File: src/inc/cee_pkg.sv
`default_nettype none
// Shared constants of the exception entry unit.
package cee_pkg;
	// APB register byte offsets.
	localparam logic [7:0] CTRL_OFS = 8'h00;
	localparam logic [7:0] STATUS_OFS = 8'h04;
	localparam logic [7:0] SAVED_OFS = 8'h08;
	localparam logic [7:0] LINK_OFS = 8'h0c;
	localparam logic [7:0] RETURN_OFS = 8'h10;
	localparam logic [7:0] CAUSE_OFS = 8'h14;
	// Control register field.
	localparam int CTRL_HIVEC_BIT = 0;
	// Status word control byte layout.
	localparam int IMASK_BIT = 7;
	localparam int FMASK_BIT = 6;
	localparam int TSTATE_BIT = 5;
	localparam int MODE_MSB = 4;
	// Mode encodings.
	localparam logic [4:0] MODE_USER = 5'h10;
	localparam logic [4:0] MODE_FIQ = 5'h11;
	localparam logic [4:0] MODE_IRQ = 5'h12;
	localparam logic [4:0] MODE_SVC = 5'h13;
	localparam logic [4:0] MODE_ABT = 5'h17;
	localparam logic [4:0] MODE_UND = 5'h1b;
	localparam logic [4:0] MODE_SYS = 5'h1f;
	// Banked register slots; NO_BANK marks user and system mode.
	localparam logic [2:0] BANK_FIQ = 3'h0;
	localparam logic [2:0] BANK_SVC = 3'h1;
	localparam logic [2:0] BANK_ABT = 3'h2;
	localparam logic [2:0] BANK_IRQ = 3'h3;
	localparam logic [2:0] BANK_UND = 3'h4;
	localparam logic [2:0] NO_BANK = 3'h7;
	localparam int BANK_COUNT = 5;
	// Status reset: supervisor, both masks set, full-width state.
	localparam logic [7:0] STATUS_RESET = 8'hd3;
	// Vector bases and offsets.
	localparam logic [31:0] VEC_BASE_LOW = 32'h0000_0000;
	localparam logic [31:0] VEC_BASE_HIGH = 32'hffff_0000;
	localparam logic [31:0] VEC_RESET = 32'h0000_0000;
	localparam logic [31:0] VEC_UNDEF = 32'h0000_0004;
	localparam logic [31:0] VEC_TRAP = 32'h0000_0008;
	localparam logic [31:0] VEC_FETCH_ABT = 32'h0000_000c;
	localparam logic [31:0] VEC_DATA_ABT = 32'h0000_0010;
	localparam logic [31:0] VEC_RSVD = 32'h0000_0014;
	localparam logic [31:0] VEC_IRQ = 32'h0000_0018;
	localparam logic [31:0] VEC_FIQ = 32'h0000_001c;
	// Return address offsets.
	localparam logic [31:0] LINK_PLUS2 = 32'h0000_0002;
	localparam logic [31:0] LINK_PLUS4 = 32'h0000_0004;
	localparam logic [31:0] LINK_PLUS8 = 32'h0000_0008;
	// Transfer kinds of the instruction at the head.
	localparam logic [1:0] XFER_SINGLE = 2'h0;
	localparam logic [1:0] XFER_SWAP = 2'h1;
	localparam logic [1:0] XFER_BLOCK = 2'h2;
	typedef enum logic [2:0] {
		CAUSE_NONE, CAUSE_RESET, CAUSE_UNDEF, CAUSE_TRAP, CAUSE_FETCH_ABT, CAUSE_DATA_ABT, CAUSE_IRQ, CAUSE_FIQ
	} cee_cause_type;
	typedef enum logic [0:0] {SEQ_RUN, SEQ_CHAIN} cee_seq_type;
endpackage
`default_nettype wire

File: src/rtl/cee_exception_unit.sv
// Functional notes
// - Full-width entry saves PC plus four or eight.
// - Entry copies status word into target saved word.
// - Entry forces mode and loads the vector on the same edge.
// - Compressed state switches to full-width at vector.
// - Compressed link offsets: two, four or eight.
// - Return restores status including state bit.
// - Both interrupt requests pass a synchroniser.
// - Fast interrupt sampled at instruction end unless masked.
// - Normal interrupt on low unless masked.
// - Mask bits change only in privileged mode.
// - Abort from protection unit or bus error.
// - Prefetch abort tagged, taken only at head.
// - Aborted single transfer keeps base write-back.
// - Aborted swap leaves state untouched.
// - Aborted block transfer suppresses later register loads.
// - Undecodable instruction takes the undefined trap.
// - Vector base low or high, fixed offsets.
// - Fixed priority among simultaneous exceptions.
// - Undefined and software trap never together.
// - Data abort then fast interrupt immediately.
// - Five-bit mode encodings, others illegal.
// - Two mask bits disable the interrupt classes.
`default_nettype none
module cee_exception_unit (
	input wire logic ref_clk,
	input wire logic rstn,
	input wire logic fast_irq_req_n,
	input wire logic normal_irq_req_n,
	input wire logic bus_error_in,
	input wire logic protFault,
	input wire logic fetchValid,
	input wire logic pipeFlush,
	input wire logic dataAccess,
	input wire logic instrEnd,
	input wire logic [31:0] instrPc,
	input wire logic decodeUndef,
	input wire logic decodeTrap,
	input wire logic [1:0] xferKind,
	input wire logic loadReq,
	input wire logic wbReq,
	input wire logic [7:0] paddr,
	input wire logic psel,
	input wire logic penable,
	input wire logic pwrite,
	input wire logic [31:0] pwdata,
	output logic [31:0] prdata,
	output logic pready,
	output logic pslverr,
	output logic pcLoad,
	output logic [31:0] pcTarget,
	output logic [7:0] current_status_word,
	output logic regLoadCommit,
	output logic baseWbCommit
);
	localparam int BANK_COUNT = cee_pkg::BANK_COUNT;
	logic fiqMeta, fiqSync, irqMeta, irqSync;
	logic hiVec, headAbortTag, dataAbtPending, abortInInstr;
	logic [7:0] saved_status_word [BANK_COUNT];
	logic [31:0] banked_link_reg [BANK_COUNT];
	cee_pkg::cee_seq_type seq;
	cee_pkg::cee_cause_type lastCause, entryCause;
	logic abortNow, fiqTake, irqTake, dataAbtTake, fetchAbtTake, undefTake, trapTake;
	logic entryFire, retFire, apbWrite, apbSetup, privileged;
	logic [31:0] entryPc, entryLink, entryVec;
	logic [4:0] entryMode;
	logic [2:0] entryBank, curBank;

	// Maps a mode to its banked slot; user and system have none.
	function automatic logic [2:0] bankOf(input logic [4:0] mode);
		case (mode)
			cee_pkg::MODE_FIQ: bankOf = cee_pkg::BANK_FIQ;
			cee_pkg::MODE_SVC: bankOf = cee_pkg::BANK_SVC;
			cee_pkg::MODE_ABT: bankOf = cee_pkg::BANK_ABT;
			cee_pkg::MODE_IRQ: bankOf = cee_pkg::BANK_IRQ;
			cee_pkg::MODE_UND: bankOf = cee_pkg::BANK_UND;
			default: bankOf = cee_pkg::NO_BANK;
		endcase
	endfunction

	// True for the seven legal mode encodings only.
	function automatic logic modeLegal(input logic [4:0] mode);
		modeLegal = (mode == cee_pkg::MODE_USER) || (mode == cee_pkg::MODE_SYS) ||
			(bankOf(mode) != cee_pkg::NO_BANK);
	endfunction

	// Mode entered by each exception.
	function automatic logic [4:0] modeOf(input cee_pkg::cee_cause_type cause);
		case (cause)
			cee_pkg::CAUSE_UNDEF: modeOf = cee_pkg::MODE_UND;
			cee_pkg::CAUSE_FETCH_ABT, cee_pkg::CAUSE_DATA_ABT: modeOf = cee_pkg::MODE_ABT;
			cee_pkg::CAUSE_IRQ: modeOf = cee_pkg::MODE_IRQ;
			cee_pkg::CAUSE_FIQ: modeOf = cee_pkg::MODE_FIQ;
			default: modeOf = cee_pkg::MODE_SVC;
		endcase
	endfunction

	// Vector offset of each exception, added to the selected base.
	function automatic logic [31:0] vecOf(input cee_pkg::cee_cause_type cause);
		case (cause)
			cee_pkg::CAUSE_RESET: vecOf = cee_pkg::VEC_RESET;
			cee_pkg::CAUSE_UNDEF: vecOf = cee_pkg::VEC_UNDEF;
			cee_pkg::CAUSE_TRAP: vecOf = cee_pkg::VEC_TRAP;
			cee_pkg::CAUSE_FETCH_ABT: vecOf = cee_pkg::VEC_FETCH_ABT;
			cee_pkg::CAUSE_DATA_ABT: vecOf = cee_pkg::VEC_DATA_ABT;
			cee_pkg::CAUSE_IRQ: vecOf = cee_pkg::VEC_IRQ;
			cee_pkg::CAUSE_FIQ: vecOf = cee_pkg::VEC_FIQ;
			default: vecOf = cee_pkg::VEC_RSVD;
		endcase
	endfunction

	// Offset added to the current PC to form the saved return address.
	function automatic logic [31:0] linkOfs(input cee_pkg::cee_cause_type cause, input logic compressed);
		case (cause)
			cee_pkg::CAUSE_DATA_ABT: linkOfs = cee_pkg::LINK_PLUS8;
			cee_pkg::CAUSE_TRAP, cee_pkg::CAUSE_UNDEF:
				linkOfs = compressed ? cee_pkg::LINK_PLUS2 : cee_pkg::LINK_PLUS4;
			default: linkOfs = cee_pkg::LINK_PLUS4;
		endcase
	endfunction

	// Two-stage synchronisers on the asynchronous request pins.
	always_ff @(posedge ref_clk or negedge rstn) begin
		if (!rstn) begin
			fiqMeta <= 1'b1;
			fiqSync <= 1'b1;
			irqMeta <= 1'b1;
			irqSync <= 1'b1;
		end else begin
			fiqMeta <= fast_irq_req_n;
			fiqSync <= fiqMeta;
			irqMeta <= normal_irq_req_n;
			irqSync <= irqMeta;
		end
	end

	// Candidate exceptions, all judged at the end of an instruction.
	assign abortNow = dataAccess && (protFault || bus_error_in);
	assign dataAbtTake = instrEnd && (dataAbtPending || abortNow);
	assign fiqTake = instrEnd && !fiqSync && !current_status_word[cee_pkg::FMASK_BIT];
	assign irqTake = instrEnd && !irqSync && !current_status_word[cee_pkg::IMASK_BIT];
	assign fetchAbtTake = instrEnd && headAbortTag;
	assign undefTake = instrEnd && decodeUndef;
	assign trapTake = instrEnd && decodeTrap && !decodeUndef;
	assign curBank = bankOf(current_status_word[cee_pkg::MODE_MSB:0]);
	assign privileged = current_status_word[cee_pkg::MODE_MSB:0] != cee_pkg::MODE_USER;
	assign apbSetup = psel && !penable;
	assign apbWrite = psel && penable && pready && pwrite;
	assign retFire = apbWrite && paddr == cee_pkg::RETURN_OFS && curBank != cee_pkg::NO_BANK && !entryFire;

	// Priority selection; the chain state forces the fast entry after a data abort.
	always_comb begin
		entryCause = cee_pkg::CAUSE_NONE;
		entryPc = instrPc;
		if (seq == cee_pkg::SEQ_CHAIN) begin
			entryCause = cee_pkg::CAUSE_FIQ;
			entryPc = pcTarget;
		end else if (dataAbtTake) begin
			entryCause = cee_pkg::CAUSE_DATA_ABT;
		end else if (fiqTake) begin
			entryCause = cee_pkg::CAUSE_FIQ;
		end else if (irqTake) begin
			entryCause = cee_pkg::CAUSE_IRQ;
		end else if (fetchAbtTake) begin
			entryCause = cee_pkg::CAUSE_FETCH_ABT;
		end else if (undefTake) begin
			entryCause = cee_pkg::CAUSE_UNDEF;
		end else if (trapTake) begin
			entryCause = cee_pkg::CAUSE_TRAP;
		end
	end

	assign entryFire = entryCause != cee_pkg::CAUSE_NONE;
	assign entryMode = modeOf(entryCause);
	assign entryBank = bankOf(entryMode);
	assign entryLink = entryPc + linkOfs(entryCause, current_status_word[cee_pkg::TSTATE_BIT]);
	assign entryVec = (hiVec ? cee_pkg::VEC_BASE_HIGH : cee_pkg::VEC_BASE_LOW) | vecOf(entryCause);

	// Sequencer: a data abort meeting an unmasked fast request chains into it.
	always_ff @(posedge ref_clk or negedge rstn) begin
		if (!rstn) begin
			seq <= cee_pkg::SEQ_RUN;
		end else begin
			case (seq)
				cee_pkg::SEQ_RUN: begin
					if (entryCause == cee_pkg::CAUSE_DATA_ABT && fiqTake) begin
						seq <= cee_pkg::SEQ_CHAIN;
					end
				end
				cee_pkg::SEQ_CHAIN: seq <= cee_pkg::SEQ_RUN;
				default: seq <= cee_pkg::SEQ_RUN;
			endcase
		end
	end

	// Current status word: entry, return and privileged software writes.
	always_ff @(posedge ref_clk or negedge rstn) begin
		if (!rstn) begin
			current_status_word <= cee_pkg::STATUS_RESET;
		end else if (entryFire) begin
			current_status_word[cee_pkg::MODE_MSB:0] <= entryMode;
			current_status_word[cee_pkg::TSTATE_BIT] <= 1'b0;
			current_status_word[cee_pkg::IMASK_BIT] <= 1'b1;
			if (entryCause == cee_pkg::CAUSE_FIQ || entryCause == cee_pkg::CAUSE_RESET) begin
				current_status_word[cee_pkg::FMASK_BIT] <= 1'b1;
			end
		end else if (retFire) begin
			current_status_word <= saved_status_word[curBank];
		end else if (apbWrite && paddr == cee_pkg::STATUS_OFS && privileged) begin
			current_status_word[cee_pkg::IMASK_BIT] <= pwdata[cee_pkg::IMASK_BIT];
			current_status_word[cee_pkg::FMASK_BIT] <= pwdata[cee_pkg::FMASK_BIT];
			if (modeLegal(pwdata[cee_pkg::MODE_MSB:0])) begin
				current_status_word[cee_pkg::MODE_MSB:0] <= pwdata[cee_pkg::MODE_MSB:0];
			end
		end
	end

	// Saved status words and banked link registers of the exception modes.
	always_ff @(posedge ref_clk or negedge rstn) begin
		if (!rstn) begin
			for (int i = 0; i < BANK_COUNT; i++) begin
				saved_status_word[i] <= cee_pkg::STATUS_RESET;
				banked_link_reg[i] <= '0;
			end
		end else if (entryFire) begin
			saved_status_word[entryBank] <= current_status_word;
			banked_link_reg[entryBank] <= entryLink;
		end else if (apbWrite && paddr == cee_pkg::SAVED_OFS && curBank != cee_pkg::NO_BANK) begin
			saved_status_word[curBank] <= pwdata[7:0];
		end
	end

	// Fetch redirection: vector on entry, link value written on return.
	always_ff @(posedge ref_clk or negedge rstn) begin
		if (!rstn) begin
			pcLoad <= 1'b0;
			pcTarget <= '0;
			lastCause <= cee_pkg::CAUSE_NONE;
		end else begin
			pcLoad <= entryFire || retFire;
			if (entryFire) begin
				pcTarget <= entryVec;
				lastCause <= entryCause;
			end else if (retFire) begin
				pcTarget <= pwdata;
			end
		end
	end

	// Prefetch abort tag travels with the fetched instruction to the head.
	always_ff @(posedge ref_clk or negedge rstn) begin
		if (!rstn) begin
			headAbortTag <= 1'b0;
		end else if (pipeFlush) begin
			headAbortTag <= 1'b0;
		end else if (fetchValid) begin
			headAbortTag <= protFault || bus_error_in;
		end else if (instrEnd) begin
			headAbortTag <= 1'b0;
		end
	end

	// Data abort bookkeeping within the current instruction.
	always_ff @(posedge ref_clk or negedge rstn) begin
		if (!rstn) begin
			dataAbtPending <= 1'b0;
			abortInInstr <= 1'b0;
		end else if (instrEnd) begin
			dataAbtPending <= 1'b0;
			abortInInstr <= 1'b0;
		end else if (abortNow) begin
			dataAbtPending <= 1'b1;
			abortInInstr <= 1'b1;
		end
	end

	// Register load and base write-back commits under an abort.
	always_ff @(posedge ref_clk or negedge rstn) begin
		if (!rstn) begin
			regLoadCommit <= 1'b0;
			baseWbCommit <= 1'b0;
		end else begin
			case (xferKind)
				cee_pkg::XFER_SWAP: begin
					regLoadCommit <= loadReq && !(abortInInstr || abortNow);
					baseWbCommit <= wbReq && !(abortInInstr || abortNow);
				end
				cee_pkg::XFER_BLOCK: begin
					regLoadCommit <= loadReq && !(abortInInstr || abortNow);
					baseWbCommit <= wbReq;
				end
				default: begin
					regLoadCommit <= loadReq && !abortNow;
					baseWbCommit <= wbReq;
				end
			endcase
		end
	end

	// Control register: high vector select.
	always_ff @(posedge ref_clk or negedge rstn) begin
		if (!rstn) begin
			hiVec <= 1'b0;
		end else if (apbWrite && paddr == cee_pkg::CTRL_OFS) begin
			hiVec <= pwdata[cee_pkg::CTRL_HIVEC_BIT];
		end
	end

	// APB slave: data prepared in setup, answered in the first access cycle.
	always_ff @(posedge ref_clk or negedge rstn) begin
		if (!rstn) begin
			pready <= 1'b0;
			pslverr <= 1'b0;
			prdata <= '0;
		end else begin
			pready <= apbSetup;
			pslverr <= 1'b0;
			prdata <= '0;
			if (apbSetup) begin
				case (paddr)
					cee_pkg::CTRL_OFS: prdata[cee_pkg::CTRL_HIVEC_BIT] <= hiVec;
					cee_pkg::STATUS_OFS: prdata[7:0] <= current_status_word;
					cee_pkg::SAVED_OFS: prdata[7:0] <= (curBank == cee_pkg::NO_BANK) ? 8'h00 : saved_status_word[curBank];
					cee_pkg::LINK_OFS: prdata <= (curBank == cee_pkg::NO_BANK) ? 32'h0 : banked_link_reg[curBank];
					cee_pkg::RETURN_OFS: prdata <= pcTarget;
					cee_pkg::CAUSE_OFS: prdata[2:0] <= lastCause;
					default: pslverr <= 1'b1;
				endcase
			end
		end
	end

	property p_sync_delay;
		@(posedge ref_clk) disable iff (!rstn)
		$past(rstn, 3) |-> fiqSync == $past(fast_irq_req_n, 2) && irqSync == $past(normal_irq_req_n, 2);
	endproperty
	a_sync_delay: assert property (p_sync_delay) else $error("Request synchroniser delay wrong.");
	property p_data_abt_link;
		@(posedge ref_clk) disable iff (!rstn)
		(entryCause == cee_pkg::CAUSE_DATA_ABT) |=>
			banked_link_reg[cee_pkg::BANK_ABT] == $past(instrPc) + cee_pkg::LINK_PLUS8;
	endproperty
	a_data_abt_link: assert property (p_data_abt_link) else $error("Data abort link value wrong.");
	property p_compressed_link;
		@(posedge ref_clk) disable iff (!rstn)
		(entryCause inside {cee_pkg::CAUSE_TRAP, cee_pkg::CAUSE_UNDEF}) && current_status_word[cee_pkg::TSTATE_BIT] |=>
			banked_link_reg[$past(entryBank)] == $past(instrPc) + cee_pkg::LINK_PLUS2;
	endproperty
	a_compressed_link: assert property (p_compressed_link) else $error("Compressed trap link wrong.");
	property p_saved_copy;
		@(posedge ref_clk) disable iff (!rstn)
		entryFire |=> saved_status_word[$past(entryBank)] == $past(current_status_word);
	endproperty
	a_saved_copy: assert property (p_saved_copy) else $error("Saved status not copied on entry.");
	property p_mode_vector;
		@(posedge ref_clk) disable iff (!rstn)
		entryFire |=> pcLoad && pcTarget == $past(entryVec) && !current_status_word[cee_pkg::TSTATE_BIT] &&
			current_status_word[cee_pkg::MODE_MSB:0] == $past(entryMode) && current_status_word[cee_pkg::IMASK_BIT];
	endproperty
	a_mode_vector: assert property (p_mode_vector) else $error("Entry mode, vector or masks wrong.");
	property p_return;
		@(posedge ref_clk) disable iff (!rstn)
		retFire |=> current_status_word == $past(saved_status_word[curBank]) && pcLoad;
	endproperty
	a_return: assert property (p_return) else $error("Return did not restore the status word.");
	property p_fiq_masked;
		@(posedge ref_clk) disable iff (!rstn)
		current_status_word[cee_pkg::FMASK_BIT] && seq == cee_pkg::SEQ_RUN |-> entryCause != cee_pkg::CAUSE_FIQ;
	endproperty
	a_fiq_masked: assert property (p_fiq_masked) else $error("Masked fast interrupt was taken.");
	property p_user_write;
		@(posedge ref_clk) disable iff (!rstn)
		apbWrite && paddr == cee_pkg::STATUS_OFS && !privileged && !entryFire && !retFire |=>
			$stable(current_status_word);
	endproperty
	a_user_write: assert property (p_user_write) else $error("User mode changed the status word.");
	property p_priority;
		@(posedge ref_clk) disable iff (!rstn)
		seq == cee_pkg::SEQ_RUN && fiqTake && !dataAbtTake |-> entryCause == cee_pkg::CAUSE_FIQ;
	endproperty
	a_priority: assert property (p_priority) else $error("Fast interrupt lost priority.");
	property p_chain;
		@(posedge ref_clk) disable iff (!rstn)
		entryCause == cee_pkg::CAUSE_DATA_ABT && fiqTake |=>
			entryCause == cee_pkg::CAUSE_FIQ ##1 banked_link_reg[cee_pkg::BANK_FIQ] == $past(pcTarget) + cee_pkg::LINK_PLUS4;
	endproperty
	a_chain: assert property (p_chain) else $error("Fast entry did not follow data abort.");
	property p_swap_abort;
		@(posedge ref_clk) disable iff (!rstn)
		xferKind == cee_pkg::XFER_SWAP && abortNow |=> !regLoadCommit && !baseWbCommit;
	endproperty
	a_swap_abort: assert property (p_swap_abort) else $error("Aborted swap changed state.");
	property p_block_abort;
		@(posedge ref_clk) disable iff (!rstn)
		xferKind == cee_pkg::XFER_BLOCK && abortInInstr && !instrEnd |=> !regLoadCommit && baseWbCommit == $past(wbReq);
	endproperty
	a_block_abort: assert property (p_block_abort) else $error("Block abort commit wrong.");
endmodule
`default_nettype wire

File: config.mk
export PLATFORM = sky130hd
export DESIGN_NAME = cee_exception_unit
export DESIGN_NICKNAME = d
export VERILOG_FILES = /design/src/inc/cee_pkg.sv /design/src/rtl/cee_exception_unit.sv
export SDC_FILE = /design/constraint.sdc
export NUM_CORES = 1
export LEC_CHECK = 0
export ABC_CLOCK_PERIOD_IN_PS = 3700
export BUFFER_PORTS_ARGS = -buffer_cell sky130_fd_sc_hd__buf_2
export CAP_MARGIN = 20
export CELL_PAD_IN_SITES_DETAIL_PLACEMENT = 0
export CELL_PAD_IN_SITES_GLOBAL_PLACEMENT = 1
export CORE_MARGIN = 2
export CORE_UTILIZATION = 45
export DETAILED_ROUTE_END_ITERATION = 10
export PLACE_DENSITY_LB_ADDON = 0.1
export REMOVE_ABC_BUFFERS = 1
export SETUP_SLACK_MARGIN = 0.5
export SYNTH_ARGS = -nofsm -noshare
export SYNTH_HDL_FRONTEND = slang
export SYNTH_SLANG_ARGS = --single-unit
File: constraint.sdc
create_clock -name ref_clk -period 3.7 [get_ports ref_clk]
set_input_delay 0 -clock ref_clk [delete_from_list [all_inputs] [get_ports ref_clk]]
set_output_delay 0 -clock ref_clk [all_outputs]
set_load 0.005 [all_outputs]
==> summary.md <==
After detailed routing, the number of remaining DRC violations is 0. The gate count after technology mapping was 1,565. The floorplan step set the die height to 182 um. Adding up every negative setup slack in the final design gives 0 ns. The initial antenna violation count was 0; the quantity of I/O buffers inserted on ports was 167. The sequential fraction of the synthesis area is 50.7%. Clock tree synthesis selected as its root buffer the cell clkbuf_16. For the max-slew headroom at the worst pin, the log shows 36.6%. The number of flip-flops in the largest register works out to 160. The detail route stage leaves a number of antenna-violating nets equal to 0. The antenna cell count is 0, and the number of warnings printed during yosys synthesis is 0.

The die is 182 um wide. Setup violations remaining at the end of the flow were counted as 0. Leaving out fill and tap cells, the most frequent cell in the layout is nand2_1.

The tools report the total wire length after detailed routing as 49,500 um. Relative to the synthesized area, the layout overhead comes to 26.1%. After legalization and detailed placement, the total HPWL measured 32,300 um. The tools report the number of search-and-repair iterations in the first detailed-routing pass as 6. The logs give 45.6% for the initial cell density of the core and 0.941 for the routability congestion estimate. Power spread over the standard cell area amounts to 502 mW/mm^2. Each instance of the synthesized netlist takes up on average 9.14 sq um.

At the pin with the least slew margin, the transition time is 0.952 ns. The tools report the first-pass GRT wire length as 75,900 um. The maximum resistive drop on vdd was 0.000298 V.

Traced cell by cell, the critical path runs through nor2_4 -> o32a_1 -> a21oi_2 -> and3_4 -> ha_4 -> fa_2 -> a21oi_2 -> nor3_4 -> nand2_4 -> buf_6 -> nor4_4 -> xor2_1 -> buf_4 -> o21ai_1. The critical path in this run is classified as reg -> reg. STA puts the critical path data arrival time at 3.55 ns. In this run the cell area measured after placement is 0.0158 sq mm. The ratio of final minimum period to clock period works out to 86.1%.

The number of DRC violations after detailed-routing iteration 0 is 870. The clock transition at the registers of the reported paths is 0.06 ns. TritonCTS built the clock tree.

The highest cell delay on the worst timing path works out to 0.59 ns. dfrtp_1 takes more of the synthesized area than any other cell. Along the worst path, the maximum fanout reaches 8. The kind of launch point of the worst setup path was a flip-flop. The run gives 0 as the max-slew violation count.

The number of buffers and inverters on the critical path is 2. The worst hold path passes through 4 cells. The row count was 65.

The run gives 12,600 as the number of global-route vias before repair. The path class of the tightest hold or removal check is in -> reg. By area the synthesized netlist is led by dfrtp_1 44%, nand2_1 9.7%, o21ai_0 6.5%, dfstp_2 6.2%, mux2_2 2.9%. The setup clock skew after layout is 0.0150 ns, and the combined area of all synthesized cells is 0.0143 sq mm. The worst register-to-register path ends at banked_link_reg[95]$_DFFE_PN0P_. The most common flop cell mapped by yosys was dfrtp_1. The number of cells on the worst reg-to-reg path came out at 14. The post-synthesis sequential element count was 288; the number of gates on the worst path with buffers counted was 14. For the total core area, the log shows 0.0314 sq mm. After detailed routing, the number of vias per cell comes to 5.80. The required time at the endpoint of the critical path is 4.06 ns, and the clock period minus worst slack is 3.19 ns. The finished cells cover 0.0180 sq mm. Dividing the detail-routed wire length by the instance count gives 22.3 um. Setup repair after global routing could not meet its margin everywhere. The die covers 0.0332 sq mm. Of all flip-flops after synthesis, the portion carrying an async set or reset was 100%. In this run the worst setup path terminates at banked_link_reg[95]$_DFFE_PN0P_. The flow ran to the end, and the final reports show no timing, DRC or antenna violations. Global routing used 30.0% of the available tracks. The library cells used most frequently in the layout, excluding fill and tap cells, are 366 x nand2_1, 252 x dfrtp_1, 166 x buf_2, 162 x o21ai_0, 98 x nor2_1. The number of nets in the layout is 1,888. The count of flip-flops with a built-in enable after synthesis came out at 0. The post-route netlist has 25.4% of its cells at a drive strength greater than 1. The number of hold violations in the final report was 0; the boundary pin count was 168. Tracing the worst setup path back leads to its startpoint at current_status_word[6]$_DFFE_PN1P_.

Most numerous cell on the critical path: a21oi_2. TritonCTS created 34 clock buffers. The logs give 288 for the number of clock sinks seen by CTS and 0.51 ns for the setup slack on the worst flop-to-flop path. For this design the static power due to leakage is 8.12 nW. At the later pin of the worst-skew pair, clock insertion delay measures 0.52 ns. Cell type of the slowest stage on the worst timing path: dfstp_2. The tools report the maximum level of the CTS H-tree as 2. The share of synthesized area in the top cell type comes to 44.4%. Once layout is complete, the utilization of the core stands at 57.4%.

The number of buffers on the longest clock path is 3, and the count of fill cells added during filler insertion is 2,828. The number of different library cells used by synthesis comes to 78. Across the run, the number of max-cap violations was 0.

Cell type group with the largest total delay on the critical path: simple AND/OR/NAND/NOR gates. Static timing analysis puts the maximum clock frequency at 314 MHz. The total global routing overflow is 0. On the final layout, the worst hold slack is 0.00207 ns. STA classifies the critical path endpoint as a flip-flop. The launching point of the worst reg2reg path is current_status_word[6]$_DFFE_PN1P_. Entering global routing, the biggest net connects 122 pins. The routed layout has 12,900 vias.
[power by group]
| part | internal, W | leakage, nW | switching, W |
|---|---|---|---|
| Sequential | 0.00367 | 3.65 | 0.000301 |
| Clock | 0.00215 | 0.595 | 0.00136 |
| Combinational | 0.000608 | 3.88 | 0.000957 |
[worst min-delay path by stage]
| stage | end | from |
|---|---|---|
| 5_1_grt | banked_link_reg[87]$_DFFE_PN0P_ | instrPc[23] |
| 2_1_floorplan | abortInInstr$_DFFE_PN0P_ | rstn |
| 6_report | banked_link_reg[87]$_DFFE_PN0P_ | instrPc[23] |
| 3_5_place_dp | irqMeta$_DFF_PN1_ | normal_irq_req_n |
| 3_3_place_gp | fiqMeta$_DFF_PN1_ | fast_irq_req_n |
| 4_1_cts | banked_link_reg[87]$_DFFE_PN0P_ | instrPc[23] |
[synth_stat cells, types with 3 or more instances]
| library cell | instances |
|---|---|
| nand3b_1 | 9 |
| nor2_1 | 103 |
| o22a_1 | 3 |
| nor3_1 | 11 |
| a22o_1 | 29 |
| inv_1 | 10 |
| nand4_1 | 5 |
| and3_1 | 6 |
| buf_1 | 5 |
| a211oi_1 | 9 |
| a22oi_1 | 26 |
| nor2b_1 | 11 |
| nor3b_1 | 5 |
| nand2b_1 | 11 |
| xnor2_1 | 13 |
| dfrtp_1 | 254 |
| dfstp_2 | 34 |
| o2111ai_1 | 20 |
| nand3_1 | 29 |
| o21ai_0 | 185 |
| o21ai_1 | 13 |
| mux2i_1 | 27 |
| a221oi_1 | 5 |
| a21oi_1 | 59 |
| buf_2 | 11 |
| nor3_2 | 4 |
| clkbuf_1 | 92 |
| xor2_1 | 17 |
| a31oi_1 | 22 |
| nand2_1 | 368 |
| and2_1 | 4 |
| o22ai_1 | 36 |
| a21boi_0 | 5 |
| ha_1 | 4 |
| a32oi_1 | 6 |
| o211ai_1 | 13 |
| mux2_2 | 37 |
| nand4b_1 | 5 |
| nor4_2 | 5 |
[cell type report]
cell class / instances / area [sq um] / area share, %
Clock buffer: 54 / 1120 / 6.22
Clock inverter: 8 / 72.6 / 0.402
Inverter: 10 / 37.5 / 0.208
Multi-Input combinational cell: 1156 / 6970 / 38.6
Sequential cell: 288 / 7250 / 40.2
Tap cell: 402 / 503 / 2.79
Timing Repair Buffer: 302 / 2080 / 11.5
[worst reg2reg max path: cells and delay by family (launching register included)]
| kind | cells | cell delay [ns] |
|---|---|---|
| and+or+nand+nor | 5 | 0.83 |
| AOI/OAI and AO/OA | 4 | 0.69 |
| DFF | 1 | 0.59 |
| adders and majority gates | 2 | 0.36 |
| buffers and inverters | 2 | 0.36 |
| xor gates and xnor gates | 1 | 0.18 |
[cell families after synthesis]
logic type	share of synthesized area, %
fa+ha+maj	0.560
flops	50.7
buf+inv	3.40
simple gates	18.7
compound gates	20.0
mux	4.80
xor+xnor	1.84
[metrics by stage]
| stage | setup slack (ns) | total power, W | std cells |
|---|---|---|---|
| detailed placement | 0.140 | 0.00549 | 2088 |
| global placement | 0.243 | 0.00545 | 2088 |
| finish | 0.515 | 0.00905 | 2220 |
| CTS | 0.457 | 0.00908 | 2210 |
| global route | 0.383 | 0.00949 | 2220 |
| floorplan | -0.965 | 0.00479 | 1454 |
[what timing repair did]
action,CTS,global route
endpoints found under the setup margin,120,125
endpoints found under the hold margin,183,0
buffers inserted,14,10
pin swaps,28,15
resized for setup,45,44
cloned,0,0
hold buffers,46,0
[layer usage]
layer / vias up / wire length, um / part of all wire [%] / track usage, %
li1: 5971 / - / - / -
met1: 6275 / 21200 / 43 / 40.0
met2: 526 / 23200 / 47 / 49.8
met3: 113 / 3340 / 6.8 / 4.91
met4: 0 / 1760 / 3.6 / 10.4
met5: - / 0 / 0 / 0
Note: power is estimated with default switching activity, not from simulation.
